## config.mk

```make
export PLATFORM = sky130hd
export DESIGN_NAME = sonet_port_framing_control
export DESIGN_NICKNAME = d
export VERILOG_FILES = /design/src/verilog/port_framing_pkg.sv /design/src/verilog/framing_port_regs.sv /design/src/verilog/sonet_port_framing_control.sv
export SDC_FILE = /design/constraint.sdc
export NUM_CORES = 1
export LEC_CHECK = 0
export ABC_AREA = 1
export BUFFER_PORTS_ARGS = -buffer_cell sky130_fd_sc_hd__buf_2
export CORE_AREA = 3 3 120 122
export DETAILED_ROUTE_END_ITERATION = 8
export DIE_AREA = 0 0 123 125
export GPL_ROUTABILITY_DRIVEN = 0
export PLACE_DENSITY = 0.72
export SYNTH_ARGS = -nofsm -noshare
export SYNTH_HDL_FRONTEND = slang
export SYNTH_SLANG_ARGS = --single-unit
```

## constraint.sdc

```tcl
create_clock -name mclk -period 1.7 [get_ports mclk]
set_input_delay 0.17 -clock mclk [delete_from_list [all_inputs] [get_ports mclk]]
set_output_delay 0.17 -clock mclk [all_outputs]
set_load 0.02 [all_outputs]
```

## src/verilog/port_framing_pkg.sv

```systemverilog
// port framing control package: offsets, field positions, reset values, carriers
// assumes an 8-bit register port with one-cycle strobes and read data one cycle later
package port_framing_pkg;

    // register offsets for port 1; port 2 sits one stride higher
    localparam logic [7:0] off_rx_framing_control = 8'h00_A5;
    localparam logic [7:0] off_rx_filter_control = 8'h00_A6;
    localparam logic [7:0] off_rx_status = 8'h00_A7;
    localparam logic [7:0] off_rx_frame_status = 8'h00_A8;
    localparam logic [7:0] off_tx_framing_config = 8'h00_A9;
    localparam logic [7:0] off_tx_status = 8'h00_AA;
    localparam logic [7:0] off_b1_error_bitmask = 8'h00_AC;
    localparam logic [7:0] off_rx_sync_control = 8'h00_AE;
    localparam logic [7:0] off_rx_rate_select = 8'h00_A0;
    localparam logic [7:0] port_stride = 8'h00_20;

    // rx_framing_control fields
    localparam int rfc_parity_count_enable = 6;
    localparam int rfc_halt_capture_on_overflow = 5;
    localparam int rfc_descramble_bypass = 4;
    localparam int rfc_buffer_select_lo = 2;
    localparam int rfc_frame_gate = 1;
    localparam int rfc_framer_relock = 0;
    localparam logic [7:0] rfc_write_mask = 8'h00_7F;

    // rx_filter_control fields
    localparam int rflt_overhead_only = 0;
    localparam logic [7:0] rflt_write_mask = 8'h00_01;

    // rx_frame_status fields
    localparam int rfs_locked = 7;
    localparam int rfs_found = 6;
    localparam int rfs_mismatch_lo = 4;
    localparam int rfs_hit_lo = 2;
    localparam int rfs_byte_sync = 1;
    localparam int rfs_bit_sync = 0;

    // tx_framing_config fields
    localparam int tfc_format_lo = 6;
    localparam int tfc_sync_trigger = 5;
    localparam int tfc_tx_whitening_on = 3;
    localparam int tfc_local_framing = 2;
    localparam int tfc_test_data = 1;
    localparam int tfc_au_pointer_reinit = 0;
    localparam logic [7:0] tfc_write_mask = 8'h00_EF;

    // rx_sync_control fields
    localparam int rsc_arm = 7;
    localparam int rsc_ddr_to_tx = 5;
    localparam int rsc_no_frame_align = 2;
    localparam int rsc_source_lo = 0;
    localparam logic [7:0] rsc_write_mask = 8'h00_A7;

    // reset values of writable registers
    localparam logic [7:0] rst_rx_framing_control = 8'h00_00;
    localparam logic [7:0] rst_rx_filter_control = 8'h00_00;
    localparam logic [7:0] rst_tx_framing_config = 8'h00_00;
    localparam logic [7:0] rst_rx_sync_control = 8'h00_00;
    localparam logic [1:0] rst_rx_rate_select = 2'h0;

    // encodings
    localparam logic [1:0] buf_bypass = 2'h0;
    localparam logic [1:0] buf_onboard = 2'h1;
    localparam logic [1:0] fmt_otu1 = 2'h3;
    localparam logic [1:0] fmt_stm = 2'h1;
    localparam logic [1:0] src_port1 = 2'h0;

    // line rate held in the rate select field
    typedef enum logic [1:0] {
        rate_oc48 = 2'h0,
        rate_gige = 2'h1,
        rate_oc12 = 2'h2,
        rate_oc3 = 2'h3
    } line_rate_e;

    // frame format the transmit framer runs
    typedef enum logic [2:0] {
        fmt_none,
        fmt_is_otu1,
        fmt_is_stm1,
        fmt_is_stm4,
        fmt_is_stm16
    } frame_format_e;

    // framer status from the receive framer and transmit frame detector of one port
    typedef struct packed {
        logic in_frame;
        logic pattern_found;
        logic byte_sync;
        logic bit_sync;
        logic [1:0] mismatch_tally;
        logic [1:0] hit_tally;
        logic parity_error;
        logic [7:0] b1_mask;
        logic fifo_overflow;
        logic tx_frame_seen;
        logic tx_reserved_hi;
    } rx_framer_s;

    // control outputs towards one port's datapath
    typedef struct packed {
        logic capture_enable;
        logic descramble_on;
        logic [1:0] receive_buffer_select;
        logic overhead_only;
        logic framer_relock;
        logic au_pointer_reinit;
        logic tx_whitening_active;
        logic local_framing;
        logic test_data;
        logic sync_trigger_start;
        logic rx_trigger_armed;
        logic tx_trigger_armed;
        logic ddr_to_tx;
        logic no_frame_align;
        logic [1:0] trigger_source;
        frame_format_e tx_format;
        logic [15:0] parity_error_count;
    } port_ctrl_s;

endpackage

```

## src/verilog/framing_port_regs.sv

```systemverilog
// framing_port_regs: register set and control decode of one line port
// assumes decoded one-cycle strobes and an 8-bit local offset within the port
`timescale 1ns/1ps
module framing_port_regs
    import port_framing_pkg::*;
#(
    parameter int count_width = 16
) (
    input wire logic mclk,
    input wire logic reset,
    input wire logic wr_en,
    input wire logic rd_en,
    input wire logic [7:0] offset,
    input wire logic [7:0] wdata,
    input wire logic [1:0] rate_select,
    input wire rx_framer_s framer,
    output logic hit,
    output logic [7:0] rdata,
    output port_ctrl_s ctrl
);

    // all state of one port except its rate select, which the top level holds
    typedef struct packed {
        logic [7:0] rx_framing_control;
        logic [7:0] rx_filter_control;
        logic [7:0] tx_framing_config;
        logic [7:0] rx_sync_control;
        logic [7:0] b1_error_bitmask;
        logic [count_width-1:0] parity_count;
        logic capture_halted;
        logic relock_prev;
        logic ptr_prev;
        logic trig_prev;
        logic relock_pulse;
        logic ptr_pulse;
        logic trig_pulse;
        logic [7:0] rdata;
    } port_state_s;

    port_state_s cur;
    port_state_s next_cur;
    logic [7:0] read_mux; // combinational read selection

    // address match for any mapped register
    always_comb begin
        unique case (offset)
            off_rx_framing_control, off_rx_filter_control, off_rx_status,
            off_rx_frame_status, off_tx_framing_config, off_tx_status,
            off_b1_error_bitmask, off_rx_sync_control: hit = 1'b1;
            default: hit = 1'b0; // unmapped offset
        endcase
    end

    // read selection
    always_comb begin
        read_mux = 8'h00_00;
        unique case (offset)
            off_rx_framing_control: read_mux = cur.rx_framing_control;
            off_rx_filter_control: read_mux = cur.rx_filter_control;
            off_rx_status: read_mux = {7'h00, framer.in_frame};
            off_rx_frame_status: begin
                read_mux[rfs_locked] = framer.in_frame;
                read_mux[rfs_found] = framer.pattern_found;
                read_mux[rfs_mismatch_lo +: 2] = framer.mismatch_tally;
                read_mux[rfs_hit_lo +: 2] = framer.hit_tally;
                read_mux[rfs_byte_sync] = framer.byte_sync;
                read_mux[rfs_bit_sync] = framer.bit_sync;
            end
            off_tx_framing_config: read_mux = cur.tx_framing_config;
            // upper bits reserved; bit 7 carries an uncommitted framer bit, bits 6 to 1 read zero
            off_tx_status: read_mux = {framer.tx_reserved_hi, 6'h00,
                framer.tx_frame_seen};
            off_b1_error_bitmask: read_mux = cur.b1_error_bitmask;
            off_rx_sync_control: read_mux = cur.rx_sync_control;
            default: read_mux = 8'h00_00;
        endcase
    end

    // next-state logic
    always_comb begin
        next_cur = cur;
        // writes, reserved bits masked off
        if (wr_en) begin
            unique case (offset)
                off_rx_framing_control:
                    next_cur.rx_framing_control = wdata & rfc_write_mask;
                off_rx_filter_control:
                    next_cur.rx_filter_control = wdata & rflt_write_mask;
                off_tx_framing_config:
                    next_cur.tx_framing_config = wdata & tfc_write_mask;
                off_rx_sync_control: next_cur.rx_sync_control = wdata & rsc_write_mask;
                default: ;
            endcase
        end
        // parity counter runs while enabled, cleared when the enable is low
        if (!cur.rx_framing_control[rfc_parity_count_enable]) begin
            next_cur.parity_count = '0;
        end else if (framer.parity_error && cur.parity_count != '1) begin
            next_cur.parity_count = cur.parity_count + 1'b1;
        end
        // latest b1 mask kept on each parity error
        if (framer.parity_error) begin
            next_cur.b1_error_bitmask = framer.b1_mask;
        end
        // overflow halts capture while the halt option is on; clearing it resumes
        if (!cur.rx_framing_control[rfc_halt_capture_on_overflow]) begin
            next_cur.capture_halted = 1'b0;
        end else if (framer.fifo_overflow) begin
            next_cur.capture_halted = 1'b1;
        end
        // falling edges of the relock and pointer bits, and the rising edge of the sync trigger bit, become one-cycle commands
        next_cur.relock_prev = cur.rx_framing_control[rfc_framer_relock];
        next_cur.ptr_prev = cur.tx_framing_config[tfc_au_pointer_reinit];
        next_cur.trig_prev = cur.tx_framing_config[tfc_sync_trigger];
        next_cur.relock_pulse = cur.relock_prev
            & ~cur.rx_framing_control[rfc_framer_relock];
        next_cur.ptr_pulse = cur.ptr_prev & ~cur.tx_framing_config[tfc_au_pointer_reinit];
        next_cur.trig_pulse = ~cur.trig_prev & cur.tx_framing_config[tfc_sync_trigger];
        // read data stand one cycle only; a stale copy would leak into the shared or
        next_cur.rdata = rd_en ? read_mux : 8'h00_00;
    end

    // state register
    always_ff @(posedge mclk) begin
        if (reset) begin
            cur <= '0;
            cur.rx_framing_control <= rst_rx_framing_control;
            cur.rx_filter_control <= rst_rx_filter_control;
            cur.tx_framing_config <= rst_tx_framing_config;
            cur.rx_sync_control <= rst_rx_sync_control;
        end else begin
            cur <= next_cur;
        end
    end

    assign rdata = cur.rdata;

    // control decode towards the datapath
    always_comb begin
        logic gate;
        logic [1:0] fmt;
        gate = cur.rx_framing_control[rfc_frame_gate];
        fmt = cur.tx_framing_config[tfc_format_lo +: 2];
        ctrl = '0;
        // capture only while locked when gated, never while halted
        ctrl.capture_enable = (~gate | framer.in_frame) & ~cur.capture_halted;
        // bypass only counts once gated and in frame
        ctrl.descramble_on = gate & framer.in_frame
            & ~cur.rx_framing_control[rfc_descramble_bypass];
        ctrl.receive_buffer_select = cur.rx_framing_control[rfc_buffer_select_lo +: 2];
        ctrl.overhead_only = cur.rx_filter_control[rflt_overhead_only];
        ctrl.framer_relock = cur.relock_pulse;
        ctrl.au_pointer_reinit = cur.ptr_pulse;
        ctrl.sync_trigger_start = cur.trig_pulse;
        ctrl.tx_whitening_active = cur.tx_framing_config[tfc_tx_whitening_on]
            & framer.tx_frame_seen;
        ctrl.local_framing = cur.tx_framing_config[tfc_local_framing];
        ctrl.test_data = cur.tx_framing_config[tfc_test_data];
        ctrl.rx_trigger_armed = cur.rx_sync_control[rsc_arm];
        ctrl.tx_trigger_armed = cur.rx_sync_control[rsc_arm];
        ctrl.trigger_source = cur.rx_sync_control[rsc_source_lo +: 2];
        ctrl.ddr_to_tx = cur.rx_sync_control[rsc_ddr_to_tx];
        ctrl.no_frame_align = cur.rx_sync_control[rsc_no_frame_align];
        // format from the two format bits and the line rate
        ctrl.tx_format = fmt_none;
        if (fmt == fmt_otu1 && rate_select == 2'(rate_oc48)) begin
            ctrl.tx_format = fmt_is_otu1;
        end else if (fmt == fmt_stm) begin
            unique case (line_rate_e'(rate_select))
                rate_oc48: ctrl.tx_format = fmt_is_stm16;
                rate_oc12: ctrl.tx_format = fmt_is_stm4;
                rate_oc3: ctrl.tx_format = fmt_is_stm1;
                rate_gige: ctrl.tx_format = fmt_none; // no sdh frame at gigabit rate
            endcase
        end
        ctrl.parity_error_count = 16'(cur.parity_count);
    end

endmodule // framing_port_regs

```

## src/verilog/sonet_port_framing_control.sv

```systemverilog
// sonet_port_framing_control: framing registers of two line ports
// assumes one 100 MHz clock, synchronous reset, register port with one-cycle strobes
`timescale 1ns/1ps
module sonet_port_framing_control
    import port_framing_pkg::*;
#(
    parameter int count_width = 16, // parity counter width
    parameter int num_ports = 2 // port count
) (
    input wire logic mclk,
    input wire logic reset,
    input wire logic [7:0] addr,
    input wire logic [7:0] wdata,
    input wire logic wr_en,
    input wire logic rd_en,
    output logic [7:0] rdata,
    input wire rx_framer_s [num_ports-1:0] framer,
    output port_ctrl_s [num_ports-1:0] ctrl
);

    // top-level state: the rate select of each port and the read strobe copy
    typedef struct packed {
        logic [num_ports-1:0][1:0] rate_select;
        logic read_pending;
    } top_state_s;

    top_state_s cur;
    top_state_s next_cur;
    logic [num_ports-1:0] port_hit; // per-port offset match
    logic [num_ports-1:0][7:0] port_rdata; // per-port read data
    logic [num_ports-1:0][7:0] local_off; // offset relative to port 1 map

    // one register set per port at a fixed stride
    for (genvar p = 0; p < num_ports; p++) begin : g_port
        logic sel;
        assign local_off[p] = addr - 8'(p * port_stride);
        assign sel = port_hit[p];
        framing_port_regs #(
            .count_width(count_width)
        ) u_regs (
            .mclk(mclk),
            .reset(reset),
            .wr_en(wr_en & sel),
            .rd_en(rd_en & sel),
            .offset(local_off[p]),
            .wdata(wdata),
            .rate_select(cur.rate_select[p]),
            .framer(framer[p]),
            .hit(port_hit[p]),
            .rdata(port_rdata[p]),
            .ctrl(ctrl[p])
        );
    end

    // rate select register of each port, low bits of the rate field
    always_comb begin
        next_cur = cur;
        next_cur.read_pending = rd_en;
        for (int p = 0; p < num_ports; p++) begin
            if (wr_en && local_off[p] == off_rx_rate_select) begin
                next_cur.rate_select[p] = wdata[3:2];
            end
        end
    end

    // state register
    always_ff @(posedge mclk) begin
        if (reset) begin
            cur <= '0;
        end else begin
            cur <= next_cur;
        end
    end

    // read data: the addressed port, or zero when unmapped; rate select does not read back
    always_comb begin
        rdata = 8'h00_00;
        if (cur.read_pending) begin
            for (int p = 0; p < num_ports; p++) begin
                rdata = rdata | port_rdata[p];
            end
        end
    end

endmodule // sonet_port_framing_control

```

Word-level counts from Yosys, hierarchy flattened
Cells that the tools add are included.
{ "op_classes": {"addsub": 3, "mul": 0, "div": 0, "order_cmp": 0, "n_eq_ne": 30, "n_shift": 0, "mux": 11, "bitwise_logic": 39, "n_reduce_logical": 24} }
{ "op_table": {"columns": ["operator", "count"], "rows": [
  ["$eq A8 B8 Y1 const B", 18],
  ["$pmux W8 S8", 2],
  ["$add A16 B1 Y16 const B", 2],
  ["$ne A16 B16 Y1 const B", 2],
  ["$pmux W3 S4", 2],
  ["$and A1 B1 Y1", 18],
  ["$not A1 Y1", 18],
  ["$reduce_and A2 Y1", 8],
  ["$reduce_or A8 Y1", 2],
  ["$eq A2 B2 Y1 const B", 6],
  ["$mux W3", 4],
  ["$reduce_or A2 Y1", 6],
  ["$eq A2 B1 Y1 const B", 4],
  ["$mux W8", 1],
  ["$or A8 B8 Y8", 1],
  ["$sub A8 B6 Y8 const B", 1],
  ["$logic_and A1 B1 Y1", 6],
  ["$logic_not A2 Y1", 2],
  ["$mux W1", 2],
  ["$or A1 B1 Y1", 2]
]} }
{ "word_totals": {"reg_bits": 123, "latch_bits": 0, "mem_bits_rw": 0, "romBits": 0, "in_bits": 60, "mem_count": 0} }

Longest topological paths before layout
Gate-level depths: netlist of the first run.
{ "depth": {"ltp_word": 7, "mapped_depth": 15} }

Hierarchy
From an unflattened synthesis of the first run, not the netlist that was laid out.
{ "hier_totals": {"hier_cells": 999, "area_unflattened_um2": 6643.9} }
{ "modules_own_cells": {"columns": ["module", "n_inst", "cells_each", "area_per_inst_um2"], "rows": [
  ["framing_port_regs", 2, 464, 3125.5],
  ["sonet_port_framing_control", 1, 71, 392.9]
]} }

Least setup slack after synthesis of the first run
No wires, ideal clock.
{ "synth_path": {"path_type": "flip-flop to flip-flop", "from": "reg g_port[1].u_regs.cur, in the netlist g_port[1].u_regs.ctrl[0]", "to": "reg g_port[1].u_regs.cur, in the netlist g_port[1].u_regs.ctrl[10]", "setup_ps": 113, "arrival_time_ps": 1376, "required_time_ps": 1587, "path_slack_ps": 211, "path_stages_with_launch": 14, "path_buffers": 1, "period_less_slack_ps": 1489, "path_cell_list": "dfxtp_1 -> ha_1 -> nand2_1 -> inv_1 -> nand2_1 -> nor2_1 -> nand3_1 -> nand2_1 -> buf_2 -> nor2_1 -> nand2_1 -> nand2_1 -> nand2_1 -> nor2_1"} }
{ "synth_via": {"elab_chain_cells": 2, "word_cells_on_any_way": 3} }
{ "synth_lines": {"columns": ["element", "line", "rtl"], "rows": [
  ["start: declaration", "framing_port_regs.sv:40", "port_state_s cur;"],
  ["start signal: assignment", "framing_port_regs.sv:132", "cur <= next_cur;"],
  ["parallel branches: the longest is 2 deep, another holds $add A16 B1 Y16", null, null]
]} }
Several ways; the timed one is not identified.
A chain may end at the register's enable or synchronous reset.

==> results of run 1 <==
per-stage QoR:
stage               setup TNS (ns)  std cells  util, %  hold slack [ns]
global route              -0.02046       1214    56.43          0.03891
detailed placement        -0.09681       1167    50.55           0.3961
CTS                              0       1212    56.15         0.003731
finish                           0       1214    56.43          0.01256
floorplan                        0        891        -           0.2480
global placement                 0       1167    50.55           0.3781
what timing repair did:
action,CTS,global route
setup endpoints to repair,0,18
hold endpoints to repair,13,0
hold buffers,13,0
buffers inserted,0,2
gates resized for setup,0,8
registers in the layout (all words and copies together) (netlist names):
signal / count
g_port.u_regs.rdata: 16
cur: 5
g_port.u_regs.ctrl: 58
g_port.u_regs.cur: 44
layout make-up:
type | count | area share, %
clock buffer | 17 | 5.670
clock inverter | 15 | 2.518
inverter | 110 | 5.504
multi-input combinational | 578 | 35.17
sequential | 123 | 32.84
tap | 176 | 2.935
timing repair buffer | 195 | 15.36
kinds of logic (layout without fill, tap and decap cells):
group / count (synthesis) / in the layout
compound gates: 160 / 160
xor+xnor: 6 / 6
fa+ha+maj: 3 / 3
buf+inv: 190 / 337
flops: 123 / 123
simple gates: 409 / 409
report_power, final:
part / switching [mW] / internal, mW / leakage (nW)
Clock: 1.42 / 2.33 / 0.288
Sequential: 0.0147 / 2.91 / 0.995
Combinational: 0.206 / 0.128 / 2.20
per-layer routing:
layer	vias to the layer above	wire [um]	global-route usage (%)
li1	3043	-	-
met1	2683	7615	29.54
met2	209	8259	36.96
met3	44	1244	6.098
met4	0	425	7.948
met5	-	0	0
worst max-delay path by stage:
stage | startpoint | slack (ns) | end
floorplan | g_port[1].u_regs.ctrl[0] | 0.21 | g_port[1].u_regs.ctrl[10]
global placement | addr[6] | 0.0005 | g_port[1].u_regs.rdata[4]
detailed placement | addr[5] | -0.04 | g_port[1].u_regs.rdata[1]
CTS | g_port[0].u_regs.ctrl[0] | 0.07 | g_port[0].u_regs.ctrl[3]
global route | g_port[0].u_regs.ctrl[1] | -0.02 | g_port[0].u_regs.ctrl[3]
finish | g_port[1].u_regs.cur[54] | 0.15 | ctrl[52]
tightest hold or removal path: stages:
cell	delay [ns]
buf_2	0.11
nor2_1	0.05
nor2_1	0.08
synth_stat cells (4+ instances only):
cell	number
a21oi_1	67
a31oi_1	4
buf_2	5
buf_4	62
clkbuf_1	11
dfxtp_1	123
inv_1	107
nand2_1	178
nand3_1	33
nor2_1	147
nor2_2	4
nor3_1	29
o21ai_0	79
xor2_1	5
==> flow_metrics.tcl, run 1 <==
set metrics [dict create \
    status "completed" \
    drive_gt1_share_pct 22.35 \
    synth_mux_area_share_pct 0 \
    yosysTopAreaCell "dfxtp_1" \
    synth_top_family_by_area "simple AND/OR/NAND/NOR gates" \
    synth_nets 954 \
    io_buffers 139 \
    synth-edff-count 0 \
    timing.fmax_ghz 0.6460 \
    postLayoutCellArea_um2 7502 \
    clock_sinks 123 \
    ys_ff_latch 123 \
    netlist_instances 891 \
    wirelength_um 17550 \
    gr-total-overflow 0 \
    synth-simple-area-share_pct 28.13 \
    clock_latency_ns 0.43 \
    core_area_um2 13300 \
    cp_top_family "buffers and inverters" \
    synthToLayoutAreaGrowth_pct 23.94 \
    drv_slew 0 \
    synth_top_area_share_pct 40.68 \
    cp.required_ns 1.53 \
    fin_nets 1088 \
    avgSynthCellArea_um2 6.794 \
    antenna_found_initial 0 \
    viasPerCell 4.925 \
    reg2reg_to "g_port[0].u_regs.ctrl[3]" \
    synth_xor_area_share_pct 0.8681 \
    critPathBufInv 2 \
    die_x_um 123 \
    clock_skew_ns 0.006730 \
    fin_crit_ns 1.548 \
    clk_pin_slew_worst_paths_ns 0.06 \
    clock_path_buffers 2 \
    ctsHtreeMaxLevel 4 \
    critPathSlowestCell "dfxtp_1" \
    fp.dieH_um 125 \
    leakagePower_nw 3.488 \
    synth_area_leaders "dfxtp_1, nand2_1, nor2_1" \
    critPathMaxStageDelay_ns 0.31 \
    rrSetupSlack_ns 0.16 \
    maxCapViolCount 0 \
    period_share_pct 91.05 \
    grtUsageTotal_pct 22.90 \
    crit_type "flip-flop to primary output" \
    crit_top_cell "nand2_1" \
    min_from "wdata[4]" \
    synthArstFlopShare_pct 0 \
    wl_per_cell_um 14.45 \
    seq_area_frac_synth_pct 40.68 \
    insertedDiodeCount 0 \
    grt_pass1_wl_um 27650 \
    dr.pass1.iters 5 \
    placed_area_um2 6720 \
    num_vias 5979 \
    placementRows 42 \
    finalSetupViolations 0 \
    die_area_um2 15380 \
    max_slew_margin_pct 78.13 \
    reg2reg_depth 9 \
    route.detailed.drc 0 \
    cts-root-buf "clkbuf_16" \
    most-common-layout-cells "nand2_1, nor2_1, buf_2, dfxtp_1, inv_1" \
    ir_worst_vdd_uv 705.5 \
    worst-path-max-fanout 4 \
    crit_cells 6 \
    grt_pass1_vias 5522 \
    cp-start-kind "flip-flop" \
    tritoncts "built" \
    holdPathStages 3 \
    crit_chain "inv_2 > nand2_1 > nor2_1 > nand2_1 > o31ai_1 > buf_2" \
    hp-class "input pin to flip-flop" \
    end_kind "primary output" \
    regArea_um2 2464 \
    dp_hpwl_um 13250 \
    min_to "g_port[0].u_regs.cur[67]" \
    synthFlopType "dfxtp_1" \
    multi_input_area_um2 2639 \
    synth-adder-area-share_pct 0.6201 \
    synth_warnings 0 \
    synth_area_um2 6053 \
    grt_max_degree 36 \
    drtIter0Drc 562 \
    yosysUniqueCellTypes 35 \
    synth_compound_area_share_pct 13.68 \
    crit_arrival_ns 1.38 \
    nFillCells 1257 \
    tightest_slew_ns 0.3255 \
    powerDensity_nw_per_um2 933.7 \
    hold_viol 0 \
    io_pins 140 \
    cts_buffers 17 \
    final.setup.worst_slack_ns 0.1521 \
    pre_cts_ws_ns -0.03614 \
    antenna_left 0 \
    r2r-start "g_port[0].u_regs.ctrl[0]" \
    start_util_pct 45.53 \
    finalPower_mw 7.005 \
    final_common_cell "nand2_1" \
]
No activity file was read; power rests on OpenSTA's default activity.
==> run 2, diff against run 1 <==
- BUFFER_PORTS_ARGS: -buffer_cell sky130_fd_sc_hd__buf_2 -> default
- CELL_PAD_IN_SITES_DETAIL_PLACEMENT: default -> 0
- CELL_PAD_IN_SITES_GLOBAL_PLACEMENT: default -> 1
- CORE_AREA: 3 3 120 122 -> 3 3 122 124
- DIE_AREA: 0 0 123 125 -> 0 0 125 127
- DONT_BUFFER_PORTS: default -> 1
- PLACE_DENSITY: 0.72 -> 0.81
==> flow_metrics.tcl, run 2 (synthesis gave the netlist of run 1 again) <==
set metrics [dict create \
    status "completed" \
    synthToLayoutAreaGrowth_pct 20.26 \
    drtIter0Drc 351 \
    pre_cts_ws_ns -0.01377 \
    crit_chain "nand2_1 > nor2_1 > nand2_1 > o21ai_0 > buf_4" \
    antenna_found_initial 0 \
    cts_buffers 17 \
    num_vias 5575 \
    cp.required_ns 1.53 \
    dp_hpwl_um 13180 \
    die_area_um2 15880 \
    core_area_um2 13880 \
    critPathMaxStageDelay_ns 0.42 \
    clock_latency_ns 0.42 \
    grt_max_degree 56 \
    final_common_cell "nand2_1" \
    fin_nets 999 \
    drive_gt1_share_pct 10.97 \
    finalSetupViolations 0 \
    antenna_left 0 \
    cp-start-kind "flip-flop" \
    critPathBufInv 1 \
    wirelength_um 17940 \
    holdPathStages 4 \
    rsz0062_at_grt "yes" \
    clock_path_buffers 2 \
    hp-class "input pin to flip-flop" \
    final.setup.worst_slack_ns 0.1555 \
    crit_type "flip-flop to primary output" \
    gr-total-overflow 0 \
    largest_reg_flops 58 \
    ir_worst_vdd_uv 639.4 \
    end_kind "primary output" \
    cp_top_family "flip-flops" \
    grt_pass1_vias 5365 \
    dr.pass1.iters 6 \
    clock_sinks 123 \
    crit_cells 5 \
    grt_pass1_wl_um 28160 \
    clock_skew_ns 0.007794 \
    tns_ns 0 \
    placementRows 43 \
    viasPerCell 4.942 \
    grtUsageTotal_pct 22.51 \
    fp.dieH_um 127 \
    most-common-layout-cells "nand2_1, nor2_1, dfxtp_1, inv_1, o21ai_0" \
    wl_per_cell_um 15.90 \
    leakagePower_nw 3.060 \
    clk_pin_slew_worst_paths_ns 0.06 \
    start_util_pct 43.61 \
    timing.fmax_ghz 0.6474 \
    route.detailed.drc 0 \
    rrSetupSlack_ns 0.17 \
    die_x_um 125 \
    maxCapViolCount 0 \
    critPathSlowestCell "dfxtp_1" \
    crit_arrival_ns 1.37 \
    drv_slew 0 \
    tritoncts "built" \
    max_slew_margin_pct 57.68 \
    worst-path-max-fanout 4 \
    io_buffers 0 \
    hold_viol 0 \
    reg2reg_depth 8 \
    insertedDiodeCount 0 \
    io_pins 140 \
    powerDensity_nw_per_um2 916.6 \
    ctsHtreeMaxLevel 4 \
    period_share_pct 90.85 \
    crit_top_cell "nand2_1" \
    cts-root-buf "clkbuf_16" \
    tightest_slew_ns 0.6327 \
    fin_crit_ns 1.545 \
]
## run 2: changes by cell type in the layout (fill, tap and decap cells not counted), moves of 4 or more
cell / delta
buf_2: -139
dlygate4sd3_1: +39
buf_4: +7
clkbuf_8: +4
## run 2: path summary, 6_finish.rpt
kind,from,end
hold / removal,framer[17],g_port[0].u_regs.rdata[1]
setup reg to reg,g_port[0].u_regs.ctrl[0],g_port[0].u_regs.ctrl[14]
hold reg to reg,g_port[0].u_regs.cur[11],g_port[0].u_regs.ctrl[25]
setup / recovery,g_port[0].u_regs.cur[53],ctrl[16]
## run 2: area by class of cell
type,count,area (um2)
clock buffers,24,491.7
repair buffers,106,962.2
fillers,1407,6601
inverters,110,416.7
well taps,180,225.2
flip-flops and latches,123,2465
multi-input cells,578,2654
clock inverters,7,65.06
## run 2: worst reg2reg max path, stage by stage (launching register included)
cell and delay, ns:
dfxtp_1 0.34, ha_1 0.21, nand2_1 0.07, nor3_1 0.25, nand4_1 0.11, nor2_1 0.24
nand3_1 0.10, nand2_1 0.07, nor2_1 0.03
## run 2: stage by stage
stage | util [%] | instance area, um2 | hold slack [ns] | instances | total power [mW]
5_1_grt | 52.44 | 7279 | 0.05107 | 1128 | 6.866
6_report | 52.44 | 7279 | 0.03032 | 1128 | 6.673
3_5_place_dp | 44.27 | 6145 | 0.2494 | 1044 | 3.172
2_1_floorplan | - | 6053 | 0.2480 | 891 | 3.132
3_3_place_gp | 44.27 | 6145 | 0.2486 | 1044 | 3.171
4_1_cts | 52.03 | 7222 | 0.01252 | 1127 | 6.696
## run 2: power by group
group | internal (mW) | switching (mW)
logic | 0.144 | 0.175
clock network | 2.14 | 1.28
registers | 2.91 | 0.0164
total | 5.20 | 1.47
## run 2: layer usage
metal | up-vias | part of all wire [%] | global-route usage (%)
li1 | 2882 | - | -
met1 | 2459 | 44 | 28.55
met2 | 191 | 45 | 35.56
met3 | 43 | 7.2 | 6.605
met4 | 0 | 3.2 | 10.33
met5 | - | 0 | 0
## run 2: repair_timing
action	in CTS	in global routing
endpoints found under the hold margin	79	0
resized for setup	0	17
hold buffers	52	0
setup endpoints to repair	0	28
buffers inserted	0	1
==> run 3, diff against run 2 <==
- ABC_AREA: 1 -> default
- CORE_AREA: 3 3 122 124 -> 3 3 118 120
- DIE_AREA: 0 0 125 127 -> 0 0 121 123
- PLACE_DENSITY: 0.81 -> 0.79
==> flow_metrics.tcl, run 3 <==
set metrics [dict create \
    min_from "framer[11]" \
    finalPower_mw 6.919 \
    cp.required_ns 2.05 \
    switching_power_mw 1.406 \
    yosysMostFrequentCell "dfxtp_1" \
    met3WireLength_um 1521 \
    critPathBufInv 0 \
    routed.top_layer "met4" \
    reg2reg_depth 4 \
    avgSynthCellArea_um2 9.029 \
    drtIter0Drc 465 \
    max_slew_margin_pct 62.90 \
    start_util_pct 44.30 \
    grt_pass1_vias 4969 \
    clock_power_share_pct 52.7 \
    seq_area_frac_synth_pct 42.48 \
    synth_xor_area_share_pct 0.4533 \
    dr.pass1.iters 6 \
    synth-adder-area-share_pct 0.6475 \
    finalSetupViolations 0 \
    seqPwrFrac_pct 42.4 \
    cp-start-kind "flip-flop" \
    synth_mux_area_share_pct 10.75 \
    worst-path-max-fanout 4 \
    tritoncts "built" \
    ys_ff_latch 123 \
    leakagePower_nw 2.912 \
    final.setup.worst_slack_ns 0.03176 \
    r2r-start "g_port[0].u_regs.ctrl[5]" \
    most-common-layout-cells "dfxtp_1, buf_4, nor2_1, dlygate4sd3_1, mux2i_1" \
    synth_top_area_share_pct 42.48 \
    min_to "g_port[0].u_regs.ctrl[0]" \
    viasPerCell 5.686 \
    fin_hold_ws_ns 0.02022 \
    core_area_um2 13090 \
    synthArstFlopShare_pct 0 \
    synth_area_leaders "dfxtp_1, mux2i_1, buf_4" \
    wl_per_cell_um 19.37 \
    grt_max_degree 75 \
    holdPathStages 3 \
    drt-met1-wl_um 6910 \
    clock_latency_ns 0.42 \
    hp-class "input pin to flip-flop" \
    wl_met2_um 8506 \
    synth_warnings 0 \
    crit_chain "nand4_1 > or4_4 > or4_1 > nand2_1" \
    io_pins 140 \
    fin_nets 772 \
    ir_worst_vdd_uv 574.0 \
    crit_type "flip-flop to flip-flop" \
    io_buffers 0 \
    synth_nets 705 \
    cts-root-buf "clkbuf_16" \
    tightest_slew_ns 0.5487 \
    route.detailed.drc 0 \
    synth_compound_area_share_pct 14.07 \
    cp_top_family "simple AND/OR/NAND/NOR gates" \
    postLayoutCellArea_um2 7336 \
    place_inst 800 \
    timing.fmax_ghz 0.5994 \
    hold_viol 0 \
    clock_path_buffers 2 \
    insertedDiodeCount 0 \
    internal_power_mw 5.513 \
    num_vias 5106 \
    layoutNonFillerInstCount 898 \
    synth_top_family_by_area "simple AND/OR/NAND/NOR gates" \
    clock_skew_ns 0.009381 \
    p_sw_share_pct 20.32 \
    clk_pin_slew_worst_paths_ns 0.05 \
    netlist_instances 642 \
    period_share_pct 98.13 \
    crit_arrival_ns 2.02 \
    synthFlopType "dfxtp_1" \
    status "completed" \
    synthTopCellsByCount "dfxtp_1, nor2_1, buf_4, mux2i_1, a21oi_1" \
    synth-simple-area-share_pct 21.33 \
    grtUsageTotal_pct 23.31 \
    placementRows 42 \
    synthToLayoutAreaGrowth_pct 26.55 \
    maxCapViolCount 0 \
    drive_gt1_share_pct 17.04 \
    antenna_found_initial 0 \
    wirelength_um 17400 \
    die_x_um 121 \
    synth_area_um2 5797 \
    combPwrFrac_pct 4.9 \
    reg2reg_to "g_port[0].u_regs.ctrl[13]" \
    largest_reg_flops 58 \
    powerDensity_nw_per_um2 943.2 \
    clock_sinks 123 \
    drv_slew 0 \
    antenna_left 0 \
    rrSetupSlack_ns 0.03 \
    fp.dieH_um 123 \
    ctsHtreeMaxLevel 4 \
    fin_crit_ns 1.668 \
    grt_pass1_wl_um 26460 \
    die_area_um2 14880 \
    cts_buffers 17 \
    dp_hpwl_um 12040 \
    end_kind "flip-flop" \
    yosysTopAreaCell "dfxtp_1" \
    yosysUniqueCellTypes 50 \
    critPathMaxStageDelay_ns 0.58 \
    gr-total-overflow 0 \
    placed_area_um2 6020 \
    synth-edff-count 0 \
    critPathSlowestCell "or4_4" \
    pre_cts_ws_ns 0.01803 \
    final_common_cell "dfxtp_1" \
]
-- run 3: area by class of cell --
cell class	instances	area, um2
Fill cell	1170	5749
Multi-Input combinational cell	422	2804
Sequential cell	123	2470
Timing Repair Buffer	138	1217
Clock buffer	25	485.5
Tap cell	176	220.2
Clock inverter	7	112.6
Inverter	7	26.28
-- run 3: repair_timing --
item | 4_1_cts | 5_1_grt
hold buffers | 64 | 0
endpoints found under the hold margin | 91 | 0
resized for setup | 0 | 10
setup endpoints to repair | 0 | 11
setup buffers | 0 | 2
-- run 3: kinds of logic (layout without fill, tap and decap cells) --
family / Yosys count / after routing
simple gates: 229 / 229
compound gates: 125 / 125
flops: 123 / 123
buf+inv: 97 / 177
mux: 62 / 62
fa+ha+maj: 3 / 3
xor+xnor: 3 / 3
-- run 3: power by group through the flow --
| stage | Sequential [mW] | Clock, mW | Combinational, mW |
|---|---|---|---|
| 4_1_cts | 2.93 | 3.72 | 0.329 |
| 3_5_place_dp | 2.99 | 0 | 0.139 |
| 5_1_grt | 2.93 | 3.86 | 0.360 |
| 3_3_place_gp | 2.99 | 0 | 0.137 |
| 6_report | 2.93 | 3.65 | 0.339 |
| 2_1_floorplan | 2.98 | 0 | 0.160 |
-- run 3: worst reg2reg max path, stage by stage (launching register included) --
cell and delay [ns]:
dfxtp_1 0.33, nand4_1 0.12, or4_4 0.58, or4_1 0.49
nand2_1 0.08
-- run 3: worst max-delay path by stage --
stage	start	to	slack, ns	depth (start not counted)
final	g_port[0].u_regs.ctrl[5]	g_port[0].u_regs.ctrl[13]	0.03	4
after global routing	addr[3]	cur[4]	-0.02	5
after CTS	g_port[1].u_regs.ctrl[6]	g_port[1].u_regs.ctrl[14]	0.01	4
after detailed placement	g_port[1].u_regs.ctrl[6]	g_port[1].u_regs.ctrl[14]	0.02	4
after global placement	g_port[1].u_regs.ctrl[6]	g_port[1].u_regs.ctrl[14]	0.09	4
after floorplan	g_port[0].u_regs.ctrl[3]	g_port[0].u_regs.ctrl[13]	0.001	4
-- run 3: layer usage --
layer	global-route usage (%)	vias up
li1	-	2413
met1	26.26	2447
met2	38.76	211
met3	9.561	35
met4	10.48	0
met5	0	-
-- run 3: metrics by stage --
stage | setup TNS, ns | utilization, %
CTS | 0 | 55.60
finish | 0 | 56.06
global placement | 0 | 46.00
detailed placement | 0 | 46.00
global route | -0.04536 | 56.06
floorplan | 0 | -
